**src/include/thm_pkg.sv**
```systemverilog
`default_nettype none
package thm_pkg;
   // Register offsets
   localparam logic [7:0] A_INT_T_INT = 8'h00;
   localparam logic [7:0] A_R1_T_INT = 8'h01;
   localparam logic [7:0] A_STATUS = 8'h02;
   localparam logic [7:0] A_CFG = 8'h03;
   localparam logic [7:0] A_RATE = 8'h04;
   localparam logic [7:0] A_INT_UP = 8'h05;
   localparam logic [7:0] A_INT_LO = 8'h06;
   localparam logic [7:0] A_R1_UP_I = 8'h07;
   localparam logic [7:0] A_R1_LO_I = 8'h08;
   localparam logic [7:0] A_CFG_M = 8'h09;
   localparam logic [7:0] A_RATE_M = 8'h0a;
   localparam logic [7:0] A_INT_UP_M = 8'h0b;
   localparam logic [7:0] A_INT_LO_M = 8'h0c;
   localparam logic [7:0] A_R1_UP_I_M = 8'h0d;
   localparam logic [7:0] A_R1_LO_I_M = 8'h0e;
   localparam logic [7:0] A_TRIGGER = 8'h0f;
   localparam logic [7:0] A_R1_T_FRAC = 8'h10;
   localparam logic [7:0] A_R1_UP_F = 8'h13;
   localparam logic [7:0] A_R1_LO_F = 8'h14;
   localparam logic [7:0] A_R2_UP_I = 8'h15;
   localparam logic [7:0] A_R2_LO_I = 8'h16;
   localparam logic [7:0] A_R2_UP_F = 8'h17;
   localparam logic [7:0] A_R2_LO_F = 8'h18;
   localparam logic [7:0] A_R1_CRIT = 8'h19;
   localparam logic [7:0] A_R2_CRIT = 8'h1a;
   localparam logic [7:0] A_FAULT = 8'h1b;
   localparam logic [7:0] A_MASK = 8'h1f;
   localparam logic [7:0] A_INT_CRIT = 8'h20;
   localparam logic [7:0] A_HYST = 8'h21;
   localparam logic [7:0] A_QUEUE = 8'h22;
   localparam logic [7:0] A_R2_T_INT = 8'h23;
   localparam logic [7:0] A_R2_T_FRAC = 8'h24;
   localparam logic [7:0] A_R1_GAIN = 8'h25;
   localparam logic [7:0] A_R2_GAIN = 8'h26;
   localparam logic [7:0] A_INT_T_FRAC = 8'h29;
   localparam logic [7:0] A_R3_T_INT = 8'h2a;
   localparam logic [7:0] A_R3_T_FRAC = 8'h2b;
   localparam logic [7:0] A_R3_UP_I = 8'h2c;
   localparam logic [7:0] A_R3_LO_I = 8'h2d;
   localparam logic [7:0] A_R3_UP_F = 8'h2e;
   localparam logic [7:0] A_R3_LO_F = 8'h2f;
   localparam logic [7:0] A_R3_CRIT = 8'h30;
   localparam logic [7:0] A_PEAK_INT = 8'h32;
   localparam logic [7:0] A_PEAK_FRAC = 8'h33;
   localparam logic [7:0] A_PEAK_FLAGS = 8'h34;
   localparam logic [7:0] A_UP_FLAGS = 8'h35;
   localparam logic [7:0] A_LO_FLAGS = 8'h36;
   localparam logic [7:0] A_CRIT_FLAGS = 8'h37;
   localparam logic [7:0] A_SRC = 8'h39;
   localparam logic [7:0] A_PEAK_SEL = 8'h3a;
   localparam logic [7:0] A_CHAN_EN = 8'h3b;
   localparam logic [7:0] A_FILTER = 8'h40;
   // Values after reset
   localparam logic [7:0] R_ZERO = 8'h00;
   localparam logic [7:0] R_CFG = 8'h80;
   localparam logic [7:0] R_RATE = 8'h06;
   localparam logic [7:0] R_UPPER = 8'h55;
   localparam logic [7:0] R_CRIT = 8'h55;
   localparam logic [7:0] R_HYST = 8'h0a;
   localparam logic [7:0] R_QUEUE = 8'h70;
   localparam logic [7:0] R_GAIN = 8'h08;
   localparam logic [7:0] R_PEAK_INT = 8'h80;
   localparam logic [7:0] R_CHAN_EN_A = 8'h0e;
   localparam logic [7:0] R_CHAN_EN_B = 8'h00;
   // Field position
   localparam int CFG_STANDBY_BIT = 6;
   typedef enum logic [1:0] {TRG_IDLE = 2'b01, TRG_FIRE = 2'b10} thm_trg_t;
endpackage
`default_nettype wire

```
**src/hdl/thm_regs.sv**
```systemverilog
`default_nettype none
// Contract
// RULE1 - Every register is read and written through the register access port.
// RULE2 - Unused bit positions always read as zero.
// RULE3 - Configuration is one location at 0x03 and 0x09, reset 0x80.
// RULE4 - Sample rate is one location at 0x04 and 0x0a, reset 0x06.
// RULE5 - Internal upper 0x05/0x0b reset 0x55; lower 0x06/0x0c reset zero.
// RULE6 - Remote one upper integer 0x07/0x0d, lower integer 0x08/0x0e shared.
// RULE7 - Any write to 0x0f during standby starts one single update; the code drops a write made in the cycle single_update is high.
// RULE8 - General status 0x02 reports errors, clears on read, resets zero.
// RULE9 - Fault flags 0x1b, one per remote channel, clear on read.
// RULE10 - Channel mask 0x1f selects alarm participation, resets zero.
// RULE11 - One hysteresis value at 0x21 for all critical limits, reset 0x0a.
// RULE12 - Register 0x22 sets consecutive fault count, resets 0x70.
// RULE13 - Critical limits 0x20, 0x19, 0x1a, 0x30 each reset 0x55.
// RULE14 - Results split into read-only integer and fractional bytes.
// RULE15 - Peak integer 0x32 resets 0x80, fraction 0x33, flags 0x34 clear on read.
// RULE16 - Register 0x3a selects channels for peak comparison, resets zero.
// RULE17 - Channel enable 0x3b resets 0x0e or 0x00 by variant.
// RULE18 - Critical flags 0x37 read-only, not cleared by reads.
// RULE19 - Upper flags 0x35 and lower flags 0x36 clear on read, reset zero.
// RULE20 - Gain compensation 0x25 and 0x26 writable, reset 0x08.
// RULE21 - Resistance correction 0x39 and filter 0x40 reset zero.
// RULE22 - Remote limit fractional bytes writable, reset zero.
// RULE23 - Writes to read-only registers ignored; unmapped reads give zero.
module thm_regs
#(
   parameter bit VARIANT_B = 1'b0
)
(
   // Clock and reset
   input wire logic clk,
   input wire logic rstn,
   // Register access
   input wire logic wr_en,
   input wire logic rd_en,
   input wire logic [7:0] addr,
   input wire logic [7:0] wdata,
   output logic [7:0] rdata,
   // Measurement results
   input wire logic res_load,
   input wire logic [7:0] int_t_int,
   input wire logic [7:0] int_t_frac,
   input wire logic [7:0] r1_t_int,
   input wire logic [7:0] r1_t_frac,
   input wire logic [7:0] r2_t_int,
   input wire logic [7:0] r2_t_frac,
   input wire logic [7:0] r3_t_int,
   input wire logic [7:0] r3_t_frac,
   input wire logic [7:0] peak_int_in,
   input wire logic [7:0] peak_frac_in,
   // Status events and levels
   input wire logic [7:0] status_set,
   input wire logic [7:0] fault_set,
   input wire logic [7:0] peak_set,
   input wire logic [7:0] upper_set,
   input wire logic [7:0] lower_set,
   input wire logic [7:0] crit_level,
   // Settings to the conversion side
   output logic [7:0] general_config,
   output logic [7:0] sample_rate,
   output logic [7:0] internal_upper_bound,
   output logic [7:0] internal_lower_bound,
   output logic [7:0] remote1_upper_bound_int,
   output logic [7:0] remote1_lower_bound_int,
   output logic [7:0] remote1_upper_bound_frac,
   output logic [7:0] remote1_lower_bound_frac,
   output logic [7:0] remote2_upper_bound_int,
   output logic [7:0] remote2_lower_bound_int,
   output logic [7:0] remote2_upper_bound_frac,
   output logic [7:0] remote2_lower_bound_frac,
   output logic [7:0] remote3_upper_bound_int,
   output logic [7:0] remote3_lower_bound_int,
   output logic [7:0] remote3_upper_bound_frac,
   output logic [7:0] remote3_lower_bound_frac,
   output logic [7:0] internal_critical_bound,
   output logic [7:0] remote1_critical_bound,
   output logic [7:0] remote2_critical_bound,
   output logic [7:0] remote3_critical_bound,
   output logic [7:0] alarm_channel_mask,
   output logic [7:0] critical_hysteresis,
   output logic [7:0] fault_queue_depth,
   output logic [7:0] remote1_gain_comp,
   output logic [7:0] remote2_gain_comp,
   output logic [7:0] series_resistance_correction,
   output logic [7:0] peak_channel_select,
   output logic [7:0] channel_enable,
   output logic [7:0] filter_control,
   // One cycle start of a single update
   output logic single_update
);
   typedef struct packed {
      logic [7:0] cfg;
      logic [7:0] rate;
      logic [7:0] int_up;
      logic [7:0] int_lo;
      logic [7:0] r1_up_i;
      logic [7:0] r1_lo_i;
      logic [7:0] r1_up_f;
      logic [7:0] r1_lo_f;
      logic [7:0] r2_up_i;
      logic [7:0] r2_lo_i;
      logic [7:0] r2_up_f;
      logic [7:0] r2_lo_f;
      logic [7:0] r3_up_i;
      logic [7:0] r3_lo_i;
      logic [7:0] r3_up_f;
      logic [7:0] r3_lo_f;
      logic [7:0] int_crit;
      logic [7:0] r1_crit;
      logic [7:0] r2_crit;
      logic [7:0] r3_crit;
      logic [7:0] mask;
      logic [7:0] hyst;
      logic [7:0] queue;
      logic [7:0] r1_gain;
      logic [7:0] r2_gain;
      logic [7:0] src;
      logic [7:0] peak_sel;
      logic [7:0] chan_en;
      logic [7:0] filter;
      logic [7:0] int_ti;
      logic [7:0] int_tf;
      logic [7:0] r1_ti;
      logic [7:0] r1_tf;
      logic [7:0] r2_ti;
      logic [7:0] r2_tf;
      logic [7:0] r3_ti;
      logic [7:0] r3_tf;
      logic [7:0] peak_i;
      logic [7:0] peak_f;
      logic [7:0] crit;
      logic [7:0] rdata;
   } thm_regs_t;

   thm_regs_t q;
   thm_regs_t next_q;
   logic [7:0] status_q;
   logic [7:0] fault_q;
   logic [7:0] peak_flags_q;
   logic [7:0] upper_q;
   logic [7:0] lower_q;

   // Read strobe aimed at one address
   function automatic logic rd_hit(input logic en, input logic [7:0] a, input logic [7:0] t);
      rd_hit = en && (a == t);
   endfunction

   // RULE8 - general status clear on read
   thm_rc_flags u_status
   (
      .clk(clk),
      .rstn(rstn),
      .set(status_set),
      .clr(rd_hit(rd_en, addr, thm_pkg::A_STATUS)),
      .flags(status_q)
   );
   // RULE9 - fault flags clear on read
   thm_rc_flags u_fault
   (
      .clk(clk),
      .rstn(rstn),
      .set(fault_set),
      .clr(rd_hit(rd_en, addr, thm_pkg::A_FAULT)),
      .flags(fault_q)
   );
   // RULE15 - peak flags clear on read
   thm_rc_flags u_peak
   (
      .clk(clk),
      .rstn(rstn),
      .set(peak_set),
      .clr(rd_hit(rd_en, addr, thm_pkg::A_PEAK_FLAGS)),
      .flags(peak_flags_q)
   );
   // RULE19 - upper flags clear on read
   thm_rc_flags u_upper
   (
      .clk(clk),
      .rstn(rstn),
      .set(upper_set),
      .clr(rd_hit(rd_en, addr, thm_pkg::A_UP_FLAGS)),
      .flags(upper_q)
   );
   // RULE19 - lower flags clear on read
   thm_rc_flags u_lower
   (
      .clk(clk),
      .rstn(rstn),
      .set(lower_set),
      .clr(rd_hit(rd_en, addr, thm_pkg::A_LO_FLAGS)),
      .flags(lower_q)
   );
   // RULE7 - trigger gated by standby
   thm_trigger u_trigger
   (
      .clk(clk),
      .rstn(rstn),
      .wr_hit(wr_en && (addr == thm_pkg::A_TRIGGER)),
      .standby(q.cfg[thm_pkg::CFG_STANDBY_BIT]),
      .single_update(single_update)
   );

   always_comb
   begin
      next_q = q;
      // RULE14 - results loaded only by engine
      if (res_load)
      begin
         next_q.int_ti = int_t_int;
         next_q.int_tf = int_t_frac;
         next_q.r1_ti = r1_t_int;
         next_q.r1_tf = r1_t_frac;
         next_q.r2_ti = r2_t_int;
         next_q.r2_tf = r2_t_frac;
         next_q.r3_ti = r3_t_int;
         next_q.r3_tf = r3_t_frac;
         next_q.peak_i = peak_int_in;
         next_q.peak_f = peak_frac_in;
      end
      // RULE18 - critical flags follow the level
      next_q.crit = crit_level;
      // RULE1 - register write decode
      if (wr_en)
      begin
         unique case (addr)
            // RULE3 - one config location
            thm_pkg::A_CFG, thm_pkg::A_CFG_M: next_q.cfg = wdata;
            // RULE4 - one rate location
            thm_pkg::A_RATE, thm_pkg::A_RATE_M: next_q.rate = wdata;
            // RULE5 - internal limits mirrored
            thm_pkg::A_INT_UP, thm_pkg::A_INT_UP_M: next_q.int_up = wdata;
            thm_pkg::A_INT_LO, thm_pkg::A_INT_LO_M: next_q.int_lo = wdata;
            // RULE6 - remote one limits mirrored
            thm_pkg::A_R1_UP_I, thm_pkg::A_R1_UP_I_M: next_q.r1_up_i = wdata;
            thm_pkg::A_R1_LO_I, thm_pkg::A_R1_LO_I_M: next_q.r1_lo_i = wdata;
            // RULE22 - fractional limit bytes, with remote two and three integer limits
            thm_pkg::A_R1_UP_F: next_q.r1_up_f = wdata;
            thm_pkg::A_R1_LO_F: next_q.r1_lo_f = wdata;
            thm_pkg::A_R2_UP_I: next_q.r2_up_i = wdata;
            thm_pkg::A_R2_LO_I: next_q.r2_lo_i = wdata;
            thm_pkg::A_R2_UP_F: next_q.r2_up_f = wdata;
            thm_pkg::A_R2_LO_F: next_q.r2_lo_f = wdata;
            thm_pkg::A_R3_UP_I: next_q.r3_up_i = wdata;
            thm_pkg::A_R3_LO_I: next_q.r3_lo_i = wdata;
            thm_pkg::A_R3_UP_F: next_q.r3_up_f = wdata;
            thm_pkg::A_R3_LO_F: next_q.r3_lo_f = wdata;
            // RULE13 - critical limits
            thm_pkg::A_INT_CRIT: next_q.int_crit = wdata;
            thm_pkg::A_R1_CRIT: next_q.r1_crit = wdata;
            thm_pkg::A_R2_CRIT: next_q.r2_crit = wdata;
            thm_pkg::A_R3_CRIT: next_q.r3_crit = wdata;
            // RULE10 - channel mask
            thm_pkg::A_MASK: next_q.mask = wdata;
            // RULE11 - shared hysteresis
            thm_pkg::A_HYST: next_q.hyst = wdata;
            // RULE12 - fault queue depth
            thm_pkg::A_QUEUE: next_q.queue = wdata;
            // RULE20 - gain compensation
            thm_pkg::A_R1_GAIN: next_q.r1_gain = wdata;
            thm_pkg::A_R2_GAIN: next_q.r2_gain = wdata;
            // RULE21 - correction and filter
            thm_pkg::A_SRC: next_q.src = wdata;
            thm_pkg::A_FILTER: next_q.filter = wdata;
            // RULE16 - peak channel select
            thm_pkg::A_PEAK_SEL: next_q.peak_sel = wdata;
            // RULE17 - channel enables
            thm_pkg::A_CHAN_EN: next_q.chan_en = wdata;
            // RULE23 - read-only targets ignored
            default: next_q.cfg = q.cfg;
         endcase
      end
      // RULE1 - register read mux
      if (rd_en)
      begin
         unique case (addr)
            thm_pkg::A_INT_T_INT: next_q.rdata = q.int_ti;
            thm_pkg::A_INT_T_FRAC: next_q.rdata = q.int_tf;
            thm_pkg::A_R1_T_INT: next_q.rdata = q.r1_ti;
            thm_pkg::A_R1_T_FRAC: next_q.rdata = q.r1_tf;
            thm_pkg::A_R2_T_INT: next_q.rdata = q.r2_ti;
            thm_pkg::A_R2_T_FRAC: next_q.rdata = q.r2_tf;
            thm_pkg::A_R3_T_INT: next_q.rdata = q.r3_ti;
            thm_pkg::A_R3_T_FRAC: next_q.rdata = q.r3_tf;
            thm_pkg::A_STATUS: next_q.rdata = status_q;
            thm_pkg::A_CFG, thm_pkg::A_CFG_M: next_q.rdata = q.cfg;
            thm_pkg::A_RATE, thm_pkg::A_RATE_M: next_q.rdata = q.rate;
            thm_pkg::A_INT_UP, thm_pkg::A_INT_UP_M: next_q.rdata = q.int_up;
            thm_pkg::A_INT_LO, thm_pkg::A_INT_LO_M: next_q.rdata = q.int_lo;
            thm_pkg::A_R1_UP_I, thm_pkg::A_R1_UP_I_M: next_q.rdata = q.r1_up_i;
            thm_pkg::A_R1_LO_I, thm_pkg::A_R1_LO_I_M: next_q.rdata = q.r1_lo_i;
            thm_pkg::A_R1_UP_F: next_q.rdata = q.r1_up_f;
            thm_pkg::A_R1_LO_F: next_q.rdata = q.r1_lo_f;
            thm_pkg::A_R2_UP_I: next_q.rdata = q.r2_up_i;
            thm_pkg::A_R2_LO_I: next_q.rdata = q.r2_lo_i;
            thm_pkg::A_R2_UP_F: next_q.rdata = q.r2_up_f;
            thm_pkg::A_R2_LO_F: next_q.rdata = q.r2_lo_f;
            thm_pkg::A_R3_UP_I: next_q.rdata = q.r3_up_i;
            thm_pkg::A_R3_LO_I: next_q.rdata = q.r3_lo_i;
            thm_pkg::A_R3_UP_F: next_q.rdata = q.r3_up_f;
            thm_pkg::A_R3_LO_F: next_q.rdata = q.r3_lo_f;
            thm_pkg::A_INT_CRIT: next_q.rdata = q.int_crit;
            thm_pkg::A_R1_CRIT: next_q.rdata = q.r1_crit;
            thm_pkg::A_R2_CRIT: next_q.rdata = q.r2_crit;
            thm_pkg::A_R3_CRIT: next_q.rdata = q.r3_crit;
            thm_pkg::A_FAULT: next_q.rdata = fault_q;
            thm_pkg::A_MASK: next_q.rdata = q.mask;
            thm_pkg::A_HYST: next_q.rdata = q.hyst;
            thm_pkg::A_QUEUE: next_q.rdata = q.queue;
            thm_pkg::A_R1_GAIN: next_q.rdata = q.r1_gain;
            thm_pkg::A_R2_GAIN: next_q.rdata = q.r2_gain;
            // RULE15 - peak result bytes
            thm_pkg::A_PEAK_INT: next_q.rdata = q.peak_i;
            thm_pkg::A_PEAK_FRAC: next_q.rdata = q.peak_f;
            thm_pkg::A_PEAK_FLAGS: next_q.rdata = peak_flags_q;
            thm_pkg::A_UP_FLAGS: next_q.rdata = upper_q;
            thm_pkg::A_LO_FLAGS: next_q.rdata = lower_q;
            // RULE18 - not cleared by reading
            thm_pkg::A_CRIT_FLAGS: next_q.rdata = q.crit;
            thm_pkg::A_SRC: next_q.rdata = q.src;
            thm_pkg::A_PEAK_SEL: next_q.rdata = q.peak_sel;
            thm_pkg::A_CHAN_EN: next_q.rdata = q.chan_en;
            thm_pkg::A_FILTER: next_q.rdata = q.filter;
            // RULE2 - unused bits and trigger read zero
            // RULE23 - unmapped reads return zero
            default: next_q.rdata = thm_pkg::R_ZERO;
         endcase
      end
   end

   always_ff @(posedge clk)
   begin
      if (!rstn)
      begin
         q <= '0;
         q.cfg <= thm_pkg::R_CFG;
         q.rate <= thm_pkg::R_RATE;
         q.int_up <= thm_pkg::R_UPPER;
         q.r1_up_i <= thm_pkg::R_UPPER;
         q.r2_up_i <= thm_pkg::R_UPPER;
         q.r3_up_i <= thm_pkg::R_UPPER;
         q.int_crit <= thm_pkg::R_CRIT;
         q.r1_crit <= thm_pkg::R_CRIT;
         q.r2_crit <= thm_pkg::R_CRIT;
         q.r3_crit <= thm_pkg::R_CRIT;
         q.hyst <= thm_pkg::R_HYST;
         q.queue <= thm_pkg::R_QUEUE;
         q.r1_gain <= thm_pkg::R_GAIN;
         q.r2_gain <= thm_pkg::R_GAIN;
         q.peak_i <= thm_pkg::R_PEAK_INT;
         // Variant fixed at build time, so a constant under reset
         q.chan_en <= VARIANT_B ? thm_pkg::R_CHAN_EN_B : thm_pkg::R_CHAN_EN_A;
      end
      else
      begin
         q <= next_q;
      end
   end

   // Outputs straight from the state flops
   assign rdata = q.rdata;
   assign general_config = q.cfg;
   assign sample_rate = q.rate;
   assign internal_upper_bound = q.int_up;
   assign internal_lower_bound = q.int_lo;
   assign remote1_upper_bound_int = q.r1_up_i;
   assign remote1_lower_bound_int = q.r1_lo_i;
   assign remote1_upper_bound_frac = q.r1_up_f;
   assign remote1_lower_bound_frac = q.r1_lo_f;
   assign remote2_upper_bound_int = q.r2_up_i;
   assign remote2_lower_bound_int = q.r2_lo_i;
   assign remote2_upper_bound_frac = q.r2_up_f;
   assign remote2_lower_bound_frac = q.r2_lo_f;
   assign remote3_upper_bound_int = q.r3_up_i;
   assign remote3_lower_bound_int = q.r3_lo_i;
   assign remote3_upper_bound_frac = q.r3_up_f;
   assign remote3_lower_bound_frac = q.r3_lo_f;
   assign internal_critical_bound = q.int_crit;
   assign remote1_critical_bound = q.r1_crit;
   assign remote2_critical_bound = q.r2_crit;
   assign remote3_critical_bound = q.r3_crit;
   assign alarm_channel_mask = q.mask;
   assign critical_hysteresis = q.hyst;
   assign fault_queue_depth = q.queue;
   assign remote1_gain_comp = q.r1_gain;
   assign remote2_gain_comp = q.r2_gain;
   assign series_resistance_correction = q.src;
   assign peak_channel_select = q.peak_sel;
   assign channel_enable = q.chan_en;
   assign filter_control = q.filter;
endmodule
`default_nettype wire

```
**src/hdl/thm_rc_flags.sv**
```systemverilog
`default_nettype none
module thm_rc_flags
(
   // Clock and reset
   input wire logic clk,
   input wire logic rstn,
   // Events and clear
   input wire logic [7:0] set,
   input wire logic clr,
   // Flags
   output logic [7:0] flags
);
   typedef struct packed {
      logic [7:0] flags;
   } thm_rc_t;
   thm_rc_t q;
   thm_rc_t next_q;
   // Set beats a clear in the same cycle, no event lost
   always_comb
   begin
      next_q = q;
      next_q.flags = (q.flags & ~{8{clr}}) | set;
   end
   always_ff @(posedge clk)
   begin
      if (!rstn)
         q <= '0;
      else
         q <= next_q;
   end
   assign flags = q.flags;
endmodule
`default_nettype wire

```
**src/hdl/thm_trigger.sv**
```systemverilog
`default_nettype none
module thm_trigger
(
   // Clock and reset
   input wire logic clk,
   input wire logic rstn,
   // Trigger write and mode
   input wire logic wr_hit,
   input wire logic standby,
   // One cycle start
   output logic single_update
);
   typedef struct packed {
      thm_pkg::thm_trg_t st;
   } thm_trg_s_t;
   thm_trg_s_t q;
   thm_trg_s_t next_q;
   always_comb
   begin
      next_q = q;
      unique case (q.st)
         thm_pkg::TRG_IDLE:
         begin
            // RULE7 - standby write fires
            if (wr_hit && standby)
               next_q.st = thm_pkg::TRG_FIRE;
         end
         thm_pkg::TRG_FIRE:
         begin
            next_q.st = thm_pkg::TRG_IDLE;
         end
         default:
         begin
            next_q.st = thm_pkg::TRG_IDLE;
         end
      endcase
   end
   always_ff @(posedge clk)
   begin
      if (!rstn)
         q.st <= thm_pkg::TRG_IDLE;
      else
         q <= next_q;
   end
   // Writes outside standby or while single_update is high are dropped on purpose
   assign single_update = q.st[1];
endmodule
`default_nettype wire

```
**config.mk**
```make
export PLATFORM = sky130hd
export DESIGN_NAME = thm_regs
export DESIGN_NICKNAME = d
export VERILOG_FILES = /design/src/include/thm_pkg.sv /design/src/hdl/thm_regs.sv /design/src/hdl/thm_rc_flags.sv /design/src/hdl/thm_trigger.sv
export SDC_FILE = /design/constraint.sdc
export NUM_CORES = 1
export LEC_CHECK = 0
export BUFFER_PORTS_ARGS = -buffer_cell sky130_fd_sc_hd__buf_2
export CORE_MARGIN = 8
export CORE_UTILIZATION = 40
export CTS_CLUSTER_DIAMETER = 40
export DETAILED_ROUTE_END_ITERATION = 10
export GPL_TIMING_DRIVEN = 0
export PLACE_DENSITY = 0.68
export SYNTH_ARGS = -nofsm -noshare
export SYNTH_HDL_FRONTEND = slang
export SYNTH_HIERARCHICAL = 1
export SYNTH_SLANG_ARGS = --single-unit
```
**constraint.sdc**
```tcl
create_clock -name clk -period 3.4 [get_ports clk]
set_input_delay 0.34 -clock clk [delete_from_list [all_inputs] [get_ports clk]]
set_output_delay 0.34 -clock clk [all_outputs]
set_load 0.05 [all_outputs]
```
==> summary.md, run 1 <==
| Metric | Value |
|---|---|
| Distinct cell type count after synthesis | `68` |
| Clock slew at reported path FFs | `0.06 ns` |
| Seq. cell area | `7407 µm²` |
| CTS tree | `done` |
| TNS Setup | `-0.1786 ns` |
| Fillers | `4320` |
| Post-DP HPWL | `73.67 mm` |
| Violated checks | `negative setup slack` |
| Final ANT Viol Nets | `0` |
| Seq/Total Area, Yosys | `0.3998` |
| Maxcap violations | `0` |
| Max FFs per register | `88` |
| Via count | `19000` |
| Max-slew headroom | `0.1093` |
| Number of synthesized flops with an enable pin | `0` |
| Hold Vio Cnt, Final | `0` |
| Flop pwr share | `0.381` |
| Worst reg2reg path depth | `4` |
| Final min period | `3.579 ns` |
| Ys flop type | `dfxtp_1` |
| Pin count of the biggest net entering global routing | `16` |
| Clk_lat worst skew | `0.63 ns` |
| FP Rows | `79` |
| Crit-path most repeated cell | `a22oi_1` |
| Core Region | `46160 µm²` |
| DR iter-0 viols | `2498` |
| Num CTS Buffers | `58` |
| GRT Total Usage | `0.3448` |
| Seq cells post-synth | `370` |
| Chip height | `231.2 µm` |
| Initial core utilization | `0.4014` |
| Pwr Total | `0.01188 W` |
| Worst Skew | `0.01947 ns` |
| Status | `finished, violations left` |
| Post-CTS Setup Bufs | `0` |
| Fin crit share | `1.053` |
| H-tree Lvls | `2` |
| Required time worst endpoint | `3.93 ns` |
| Final setup viols | `1` |
| Fin area | `24190 µm²` |
| RSZ-0062 raised after global routing | `no` |
| Finished Core Util | `0.5240` |
| Layout cells sized above 1 | `0.3011` |
| Synthesized area | `18530 µm²` |
| Longest Clk Path Bufs | `3` |
| Pins over their slew limit | `0` |
| Initial antenna violation count | `9` |
| CP peak stage delay | `1.05 ns` |
| Synth async-reset ratio | `0` |
| Placement Cell Area | `21190 µm²` |
| Peak supply drop | `380.7 µV` |
| First-pass GRT wire length | `134.5 mm` |
| Worst Max-Slew Pin Slew | `1.336 ns` |
| Sw frac | `0.2548` |
| Top reg by flops | `q` |
| Cell Chain, Critical Path | `buf_2 > buf_4 > nor4b_4 > clkbuf_1 > a22oi_1 > a41oi_1 > nor3_1 > a22oi_1` |
| Arrival time worst endpoint | `4.11 ns` |
| Internal power | `0.008857 W` |
| Hold Crit Depth | `3` |
| CP max-delay cell | `nor4b_4` |
| Multi-input logic area | `8544 µm²` |
| Avg WL per Cell | `29.53 µm` |
| Yosys synthesis warning count | `6` |
| Power per cell area | `491.3 nW/µm²` |
| Psw | `0.003028 W` |
| Syn nets | `2241` |
| Vias in the first global route | `18630` |
| Most common cell after layout, fill and taps aside | `buf_2` |
| Crit Path Class | `in2reg` |
| Startpoint Class | `input pin` |
| Worst min path class | `in2reg` |
| Critical Path End Type | `flop` |
| GP Congestion | `1.009` |
| Fmax | `279.4 MHz` |
| Leak | `10.61 nW` |
| Setup ws final | `-0.1786 ns` |
| Post-route DRC | `0` |
| Combinational fraction of design power | `0.080` |
| Nets | `2770` |
| Clock sinks | `370` |
| Dpl cells | `3077` |
| CTS Root Cell | `clkbuf_16` |
| Non-Filler Instances | `3276` |
| Die area | `53470 µm²` |
| DRT Wirelength | `96.74 mm` |
| Power share of the clock group | `0.539` |
| Die Width | `231.2 µm` |
| Via/cell ratio | `5.801` |
| Total grt overflow | `0` |
| Syn_area_per_cell | `8.857 µm²` |
| Pre-antenna DRT Iters | `6` |
| Most frequent cells in the layout | `buf_2, dfxtp_1, nand2_1` |
| I/O pin cnt | `390` |
| Critical Path Fanout Max | `10` |
| P&R area growth vs syn | `30.55%` |
| Post-Synthesis Cells | `2092` |
| Port Buffers | `377` |
## path summary, 6_finish.rpt
| path | slack (ns) | endpoint | startpoint |
|---|---|---|---|
| setup / recovery | -0.18 | rdata[5]$_SDFFE_PN0P_ | addr[2] |
| hold / removal | 0.002 | q[45]$_SDFFE_PN0P_ | r3_t_int[5] |
| setup reg to reg | 1.06 | rdata[1]$_SDFFE_PN0P_ | filter_control[1]$_SDFFE_PN0P_ |
| hold reg to reg | 0.45 | u_trigger/q[1]$_SDFFE_PN0P_ | u_trigger/q[0]$_SDFFE_PN1P_ |
## per-layer routing
layer,GRT usage,share of wire
met5,0,0.00060
met4,0.1691,0.052
met3,0.08510,0.11
met2,0.5326,0.44
met1,0.4456,0.40
## kinds of logic after synthesis
group,Yosys count,share of synthesized area
and+or+nand+nor,736,0.2041
AOI/OAI and AO/OA,416,0.1725
buffers and inverters,415,0.1394
DFF,370,0.3998
muxes,153,0.08285
xor gates and xnor gates,2,0.001351
## synthesized netlist by cell type, types with 4 or more instances
| cell type | instances | area (µm²) |
|---|---|---|
| buf_6 | 5 | 56.30 |
| a31oi_1 | 14 | 87.58 |
| o21ai_0 | 7 | 35.03 |
| a22oi_1 | 77 | 578.1 |
| clkbuf_1 | 96 | 360.4 |
| buf_2 | 38 | 190.2 |
| dfxtp_1 | 370 | 7407 |
| a221oi_1 | 14 | 122.6 |
| a21oi_1 | 19 | 95.09 |
| and2_1 | 13 | 81.33 |
| clkbuf_2 | 5 | 25.02 |
| buf_4 | 249 | 1869 |
| nor4_1 | 5 | 31.28 |
| nor2_1 | 12 | 45.04 |
| buf_1 | 19 | 71.32 |
| o21a_1 | 42 | 315.3 |
| o211ai_1 | 9 | 67.56 |
| a21boi_0 | 133 | 998.5 |
| a2111oi_0 | 5 | 43.79 |
| mux2i_1 | 150 | 1501 |
| nor2b_1 | 166 | 1039 |
| and3_1 | 23 | 143.9 |
| a21boi_1 | 11 | 82.58 |
| and4_1 | 5 | 43.79 |
| nand3_1 | 144 | 720.7 |
| nand4_1 | 4 | 25.02 |
| a22o_1 | 26 | 227.7 |
| a221o_1 | 5 | 50.05 |
| a222oi_1 | 12 | 120.1 |
| nand2_1 | 320 | 1201 |
| nor3_1 | 12 | 60.06 |
| a32oi_1 | 18 | 157.7 |
## cell type report
class,count,share of cell area
Antenna cell,2,0.0002069
Buffer,412,0.1063
Clock buffer,73,0.06647
Clock inverter,33,0.01971
Inverter,3,0.0004655
Multi-Input combinational cell,1307,0.3532
Sequential cell,370,0.3062
Tap cell,607,0.03140
Timing Repair Buffer,469,0.1160
## repair_timing
| item | in CTS | in global routing |
|---|---|---|
| hold endpoints to repair | 91 | 0 |
| hold buffers | 91 | 0 |
| gates resized for setup | 0 | 0 |
## power groups by stage
stage	Sequential [W]	Clock, W	Combinational [W]
after floorplan	0.00457	0	0.000457
after global placement	0.00461	0	0.000824
after detailed placement	0.00461	0	0.000835
after CTS	0.00452	0.00638	0.000920
after global routing	0.00453	0.00657	0.000977
final	0.00452	0.00641	0.000949
## critical path, delay by kind of cell
family / cells / cell delay, ns
AO/OA/AOI/OAI: 3 / 1.02
buffers and inverters: 3 / 1.36
AND/OR/NAND/NOR: 2 / 1.36
## per-stage QoR
step / worst slack (ns) / hold slack [ns]
2_1_floorplan: 1.161 / 0.4147
3_3_place_gp: -0.4927 / 0.4245
3_5_place_dp: -0.4993 / 0.4263
4_1_cts: 0.1243 / 0.0002787
5_1_grt: 0.01061 / 0.01445
6_report: -0.1786 / 0.002403
Note: power is estimated with default switching activity, not from simulation.
==> inputs of run 2 (changes only) <==
--- a/config.mk
+++ b/config.mk
@@ -11,8 +11,7 @@
 export CTS_CLUSTER_DIAMETER = 40
 export DETAILED_ROUTE_END_ITERATION = 10
 export GPL_TIMING_DRIVEN = 0
-export PLACE_DENSITY = 0.68
+export PLACE_DENSITY = 0.67
 export SYNTH_ARGS = -nofsm -noshare
 export SYNTH_HDL_FRONTEND = slang
-export SYNTH_HIERARCHICAL = 1
 export SYNTH_SLANG_ARGS = --single-unit
==> run 2 against run 1 <==
Compared with the run above:
- the flow now finishes without violations
- die area is 4.5% higher
- core utilization is 0.30 points higher
- non-clock buffer count is 22 higher
- clock power hardly changed
- clock-buffer cell count stayed put
- highest routed layer unchanged
- first-iteration DRC count is 21% higher
- via count is 8.4% higher
==> summary.md, run 2 <==
| Metric | Value |
|---|---|
| Post-CTS Setup Bufs | `0 (unchanged)` |
| CTS Root Cell | `clkbuf_16 (unchanged)` |
| Post-CTS Resized | `0 (unchanged)` |
| Required time worst endpoint | `3.84 ns (was 3.93 ns)` |
| Die area | `55870 µm² (was 53470 µm²)` |
| Top post-synthesis cells by count | `dfxtp_1, nand2_1, buf_4 (unchanged)` |
| Pins over their slew limit | `0 (unchanged)` |
| Pre-antenna DRT Iters | `7 (was 6)` |
| Seq/Total Area, Yosys | `0.3813 (was 0.3998)` |
| Cell Chain, Critical Path | `buf_2 > buf_2 > buf_2 > buf_2 > clkbuf_1 > nor3_1 > a221oi_1 > and4_1 > a32oi_1 (was buf_2 > buf_4 > nor4b_4 > clkbuf_1 > a22oi_1 > a41oi_1 > nor3_1 > a22oi_1)` |
| Fin Hold WS | `0.008074 ns (was 0.002403 ns)` |
| Reg2reg start | `filter_control[5]$_SDFFE_PN0P_ (was filter_control[1]$_SDFFE_PN0P_)` |
| Reg2Reg Setup Slack | `1.05 ns (was 1.06 ns)` |
| Worst min path class | `in2reg (unchanged)` |
| FP Rows | `80 (was 79)` |
| Most common cell after layout, fill and taps aside | `buf_2 (unchanged)` |
| Max FFs per register | `88 (unchanged)` |
| Top reg by flops | `q (unchanged)` |
| Hold Vio Cnt, Final | `0 (unchanged)` |
| Die Width | `236.4 µm (was 231.2 µm)` |
| Worst Skew | `0.01986 ns (was 0.01947 ns)` |
| Layout cells sized above 1 | `0.2996 (was 0.3011)` |
| Core Region | `47850 µm² (was 46160 µm²)` |
| Fmax | `346.7 MHz (was 279.4 MHz)` |
| Longest Clk Path Bufs | `3 (unchanged)` |
| Final setup viols | `0 (was 1)` |
| Final min period | `2.884 ns (was 3.579 ns)` |
| Synthesized area | `19420 µm² (was 18530 µm²)` |
| Startpoint Class | `input pin (unchanged)` |
| Clk_lat worst skew | `0.63 ns (about the same)` |
| Synth top area cells | `dfxtp_1, buf_4, mux2i_1, nand3_1, a21boi_0 (was dfxtp_1, buf_4, mux2i_1, nand2_1, nor2b_1)` |
| Fin area | `25220 µm² (was 24190 µm²)` |
| Max-slew headroom | `0.03370 (was 0.1093)` |
| Fin crit share | `0.8483 (was 1.053)` |
| Maxcap violations | `0 (unchanged)` |
| Post-route DRC | `0 (unchanged)` |
| Chip height | `236.4 µm (was 231.2 µm)` |
| Fillers | `4448 (was 4320)` |
| Leak | `11.04 nW (was 10.61 nW)` |
| Arrival time worst endpoint | `3.33 ns (was 4.11 ns)` |
| Most frequent cells in the layout | `buf_2, dfxtp_1, nand2_1 (unchanged)` |
| Wl on met1 | `43.05 mm (was 38.74 mm)` |
| Routed wl met2 | `46.91 mm (was 42.50 mm)` |
| Finished Core Util | `0.5270 (was 0.5240)` |
| Worst Max-Slew Pin Slew | `1.449 ns (was 1.336 ns)` |
| Max Used Layer | `met5 (unchanged)` |
| Initial core utilization | `0.4060 (was 0.4014)` |
| Ys flop type | `dfxtp_1 (unchanged)` |
| GRT Total Usage | `0.3705 (was 0.3448)` |
| Yosys synthesis warning count | `0 (was 6)` |
| DRT Wirelength | `109.1 mm (was 96.74 mm)` |
| RSZ-0062 raised after global routing | `no (unchanged)` |
| CP peak stage delay | `0.72 ns (was 1.05 ns)` |
| Total grt overflow | `0 (unchanged)` |
| Clock slew at reported path FFs | `0.05 ns (was 0.06 ns)` |
| Synth top area share | `0.3813 (was 0.3998)` |
| Via count | `20600 (was 19000)` |
| Critical Path Fanout Max | `10 (unchanged)` |
| Worst reg2reg path depth | `5 (was 4)` |
| Syn_area_per_cell | `8.645 µm² (was 8.857 µm²)` |
| Seq cells post-synth | `370 (unchanged)` |
| Avg WL per Cell | `31.61 µm (was 29.53 µm)` |
| Cts hold-fix bufs | `102 (was 91)` |
| Critical Path End Type | `flop (unchanged)` |
| Post-Synthesis Cells | `2247 (was 2092)` |
| Placement Cell Area | `22090 µm² (was 21190 µm²)` |
| Peak supply drop | `402.6 µV (was 380.7 µV)` |
| WL met3 | `12.00 mm (was 10.43 mm)` |
| Vias in the first global route | `20290 (was 18630)` |
| Number of synthesized flops with an enable pin | `0 (unchanged)` |
| Via/cell ratio | `5.965 (was 5.801)` |
| Clock sinks | `370 (unchanged)` |
| Initial antenna violation count | `4 (was 9)` |
| DR iter-0 viols | `3029 (was 2498)` |
| Crit Path Class | `in2reg (unchanged)` |
| CP max-delay cell | `clkbuf_1 (was nor4b_4)` |
| Most common cell in the netlist | `dfxtp_1 (unchanged)` |
| First-pass GRT wire length | `150.6 mm (was 134.5 mm)` |
| Min-Delay Startpoint | `int_t_int[1] (was r3_t_int[5])` |
| Status | `completed (was finished, violations left)` |
| Post-DP HPWL | `83.31 mm (was 73.67 mm)` |
| Num CTS Buffers | `58 (unchanged)` |
| GP Congestion | `1.065 (was 1.009)` |
| Port Buffers | `376 (was 377)` |
| Crit-path most repeated cell | `buf_2 (was a22oi_1)` |
| Largest area contributor in the netlist | `dfxtp_1 (unchanged)` |
| Power per cell area | `479.1 nW/µm² (was 491.3 nW/µm²)` |
| I/O pin cnt | `390 (unchanged)` |
| Distinct cell type count after synthesis | `86 (was 68)` |
| Syn nets | `2396 (was 2241)` |
| Reg2Reg Capture Point | `rdata[5]$_SDFFE_PN0P_ (was rdata[1]$_SDFFE_PN0P_)` |
| P&R area growth vs syn | `29.82% (was 30.55%)` |
| Hold Crit Depth | `3 (unchanged)` |
| CTS tree | `done (unchanged)` |
| Synth async-reset ratio | `0 (unchanged)` |
| H-tree Lvls | `2 (unchanged)` |
| Nets | `2934 (was 2770)` |
| Pin count of the biggest net entering global routing | `15 (was 16)` |
| WHS Endpoint | `q[89]$_SDFFE_PN0P_ (was q[45]$_SDFFE_PN0P_)` |
| Final ANT Viol Nets | `0 (unchanged)` |
## run 2: cell count changes after synthesis, sizes merged, moves of 19 or more
cell and delta:
a22oi -33, nand2 -27, o21a -40, nand3 +93, mux2 +19, buf +21
a21oi +48
## run 2: cells by family after synthesis
family,after synthesis,synth area share
simple gates,861,0.2324
mux,173,0.09121
xor+xnor,2,0.0009019
compound gates,408,0.1549
flops,370,0.3813
buf+inv,433,0.1393
## run 2: report_power, final
part | total, W | internal [W] | switching (W)
registers | 0.00454 | 0.00444 | 0.0000973
logic | 0.00116 | 0.000411 | 0.000750
clock network | 0.00638 | 0.00395 | 0.00243
## run 2: area by class of cell
| cell class | count | area [µm²] | area share |
|---|---|---|---|
| antenna | 4 | 10.01 | 0.0003969 |
| tap | 615 | 769.5 | 0.03052 |
| timing repair buffer | 478 | 2903 | 0.1151 |
| clock buffer | 73 | 1642 | 0.06510 |
| sequential | 370 | 7407 | 0.2937 |
| clock inverter | 36 | 452.9 | 0.01796 |
| inverter | 8 | 30.03 | 0.001191 |
| buffer | 425 | 2675 | 0.1061 |
| multi-input combinational | 1444 | 9328 | 0.3699 |
## run 2: how the worst max path moves through the flow
stage / startpoint / end / slack, ns / cells after the start
floorplan: addr[0] / rdata[6]$_SDFFE_PN0P_ / 1.33 / 8
global placement: addr[3] / rdata[3]$_SDFFE_PN0P_ / -0.30 / 9
detailed placement: addr[0] / rdata[2]$_SDFFE_PN0P_ / 0.05 / 9
CTS: addr[0] / rdata[2]$_SDFFE_PN0P_ / 0.66 / 9
global route: addr[0] / rdata[2]$_SDFFE_PN0P_ / 0.55 / 9
finish: addr[0] / rdata[2]$_SDFFE_PN0P_ / 0.52 / 9
## run 2: critical path: cells and delay by family
| kind | cells | cell delay [ns] |
|---|---|---|
| AND/OR/NAND/NOR | 2 | 0.57 |
| buffers and inverters | 5 | 1.76 |
| AO/OA/AOI/OAI | 2 | 0.64 |
## run 2: stage by stage
stage	instances	power [W]	worst slack, ns	TNS, ns
floorplan	2247	0.005121	1.332	0
global placement	3238	0.005619	-0.2993	-1.525
detailed placement	3238	0.005630	0.05119	0
CTS	3449	0.01201	0.6579	0
global route	3449	0.01229	0.5468	0
finish	3453	0.01208	0.5157	0
## run 2: layer usage
metal | track usage | vias to the layer above
met2 | 0.5679 | 1508
li1 | - | 8734
met4 | 0.2080 | 2
met5 | 0 | -
met3 | 0.08441 | 378
met1 | 0.4761 | 9976
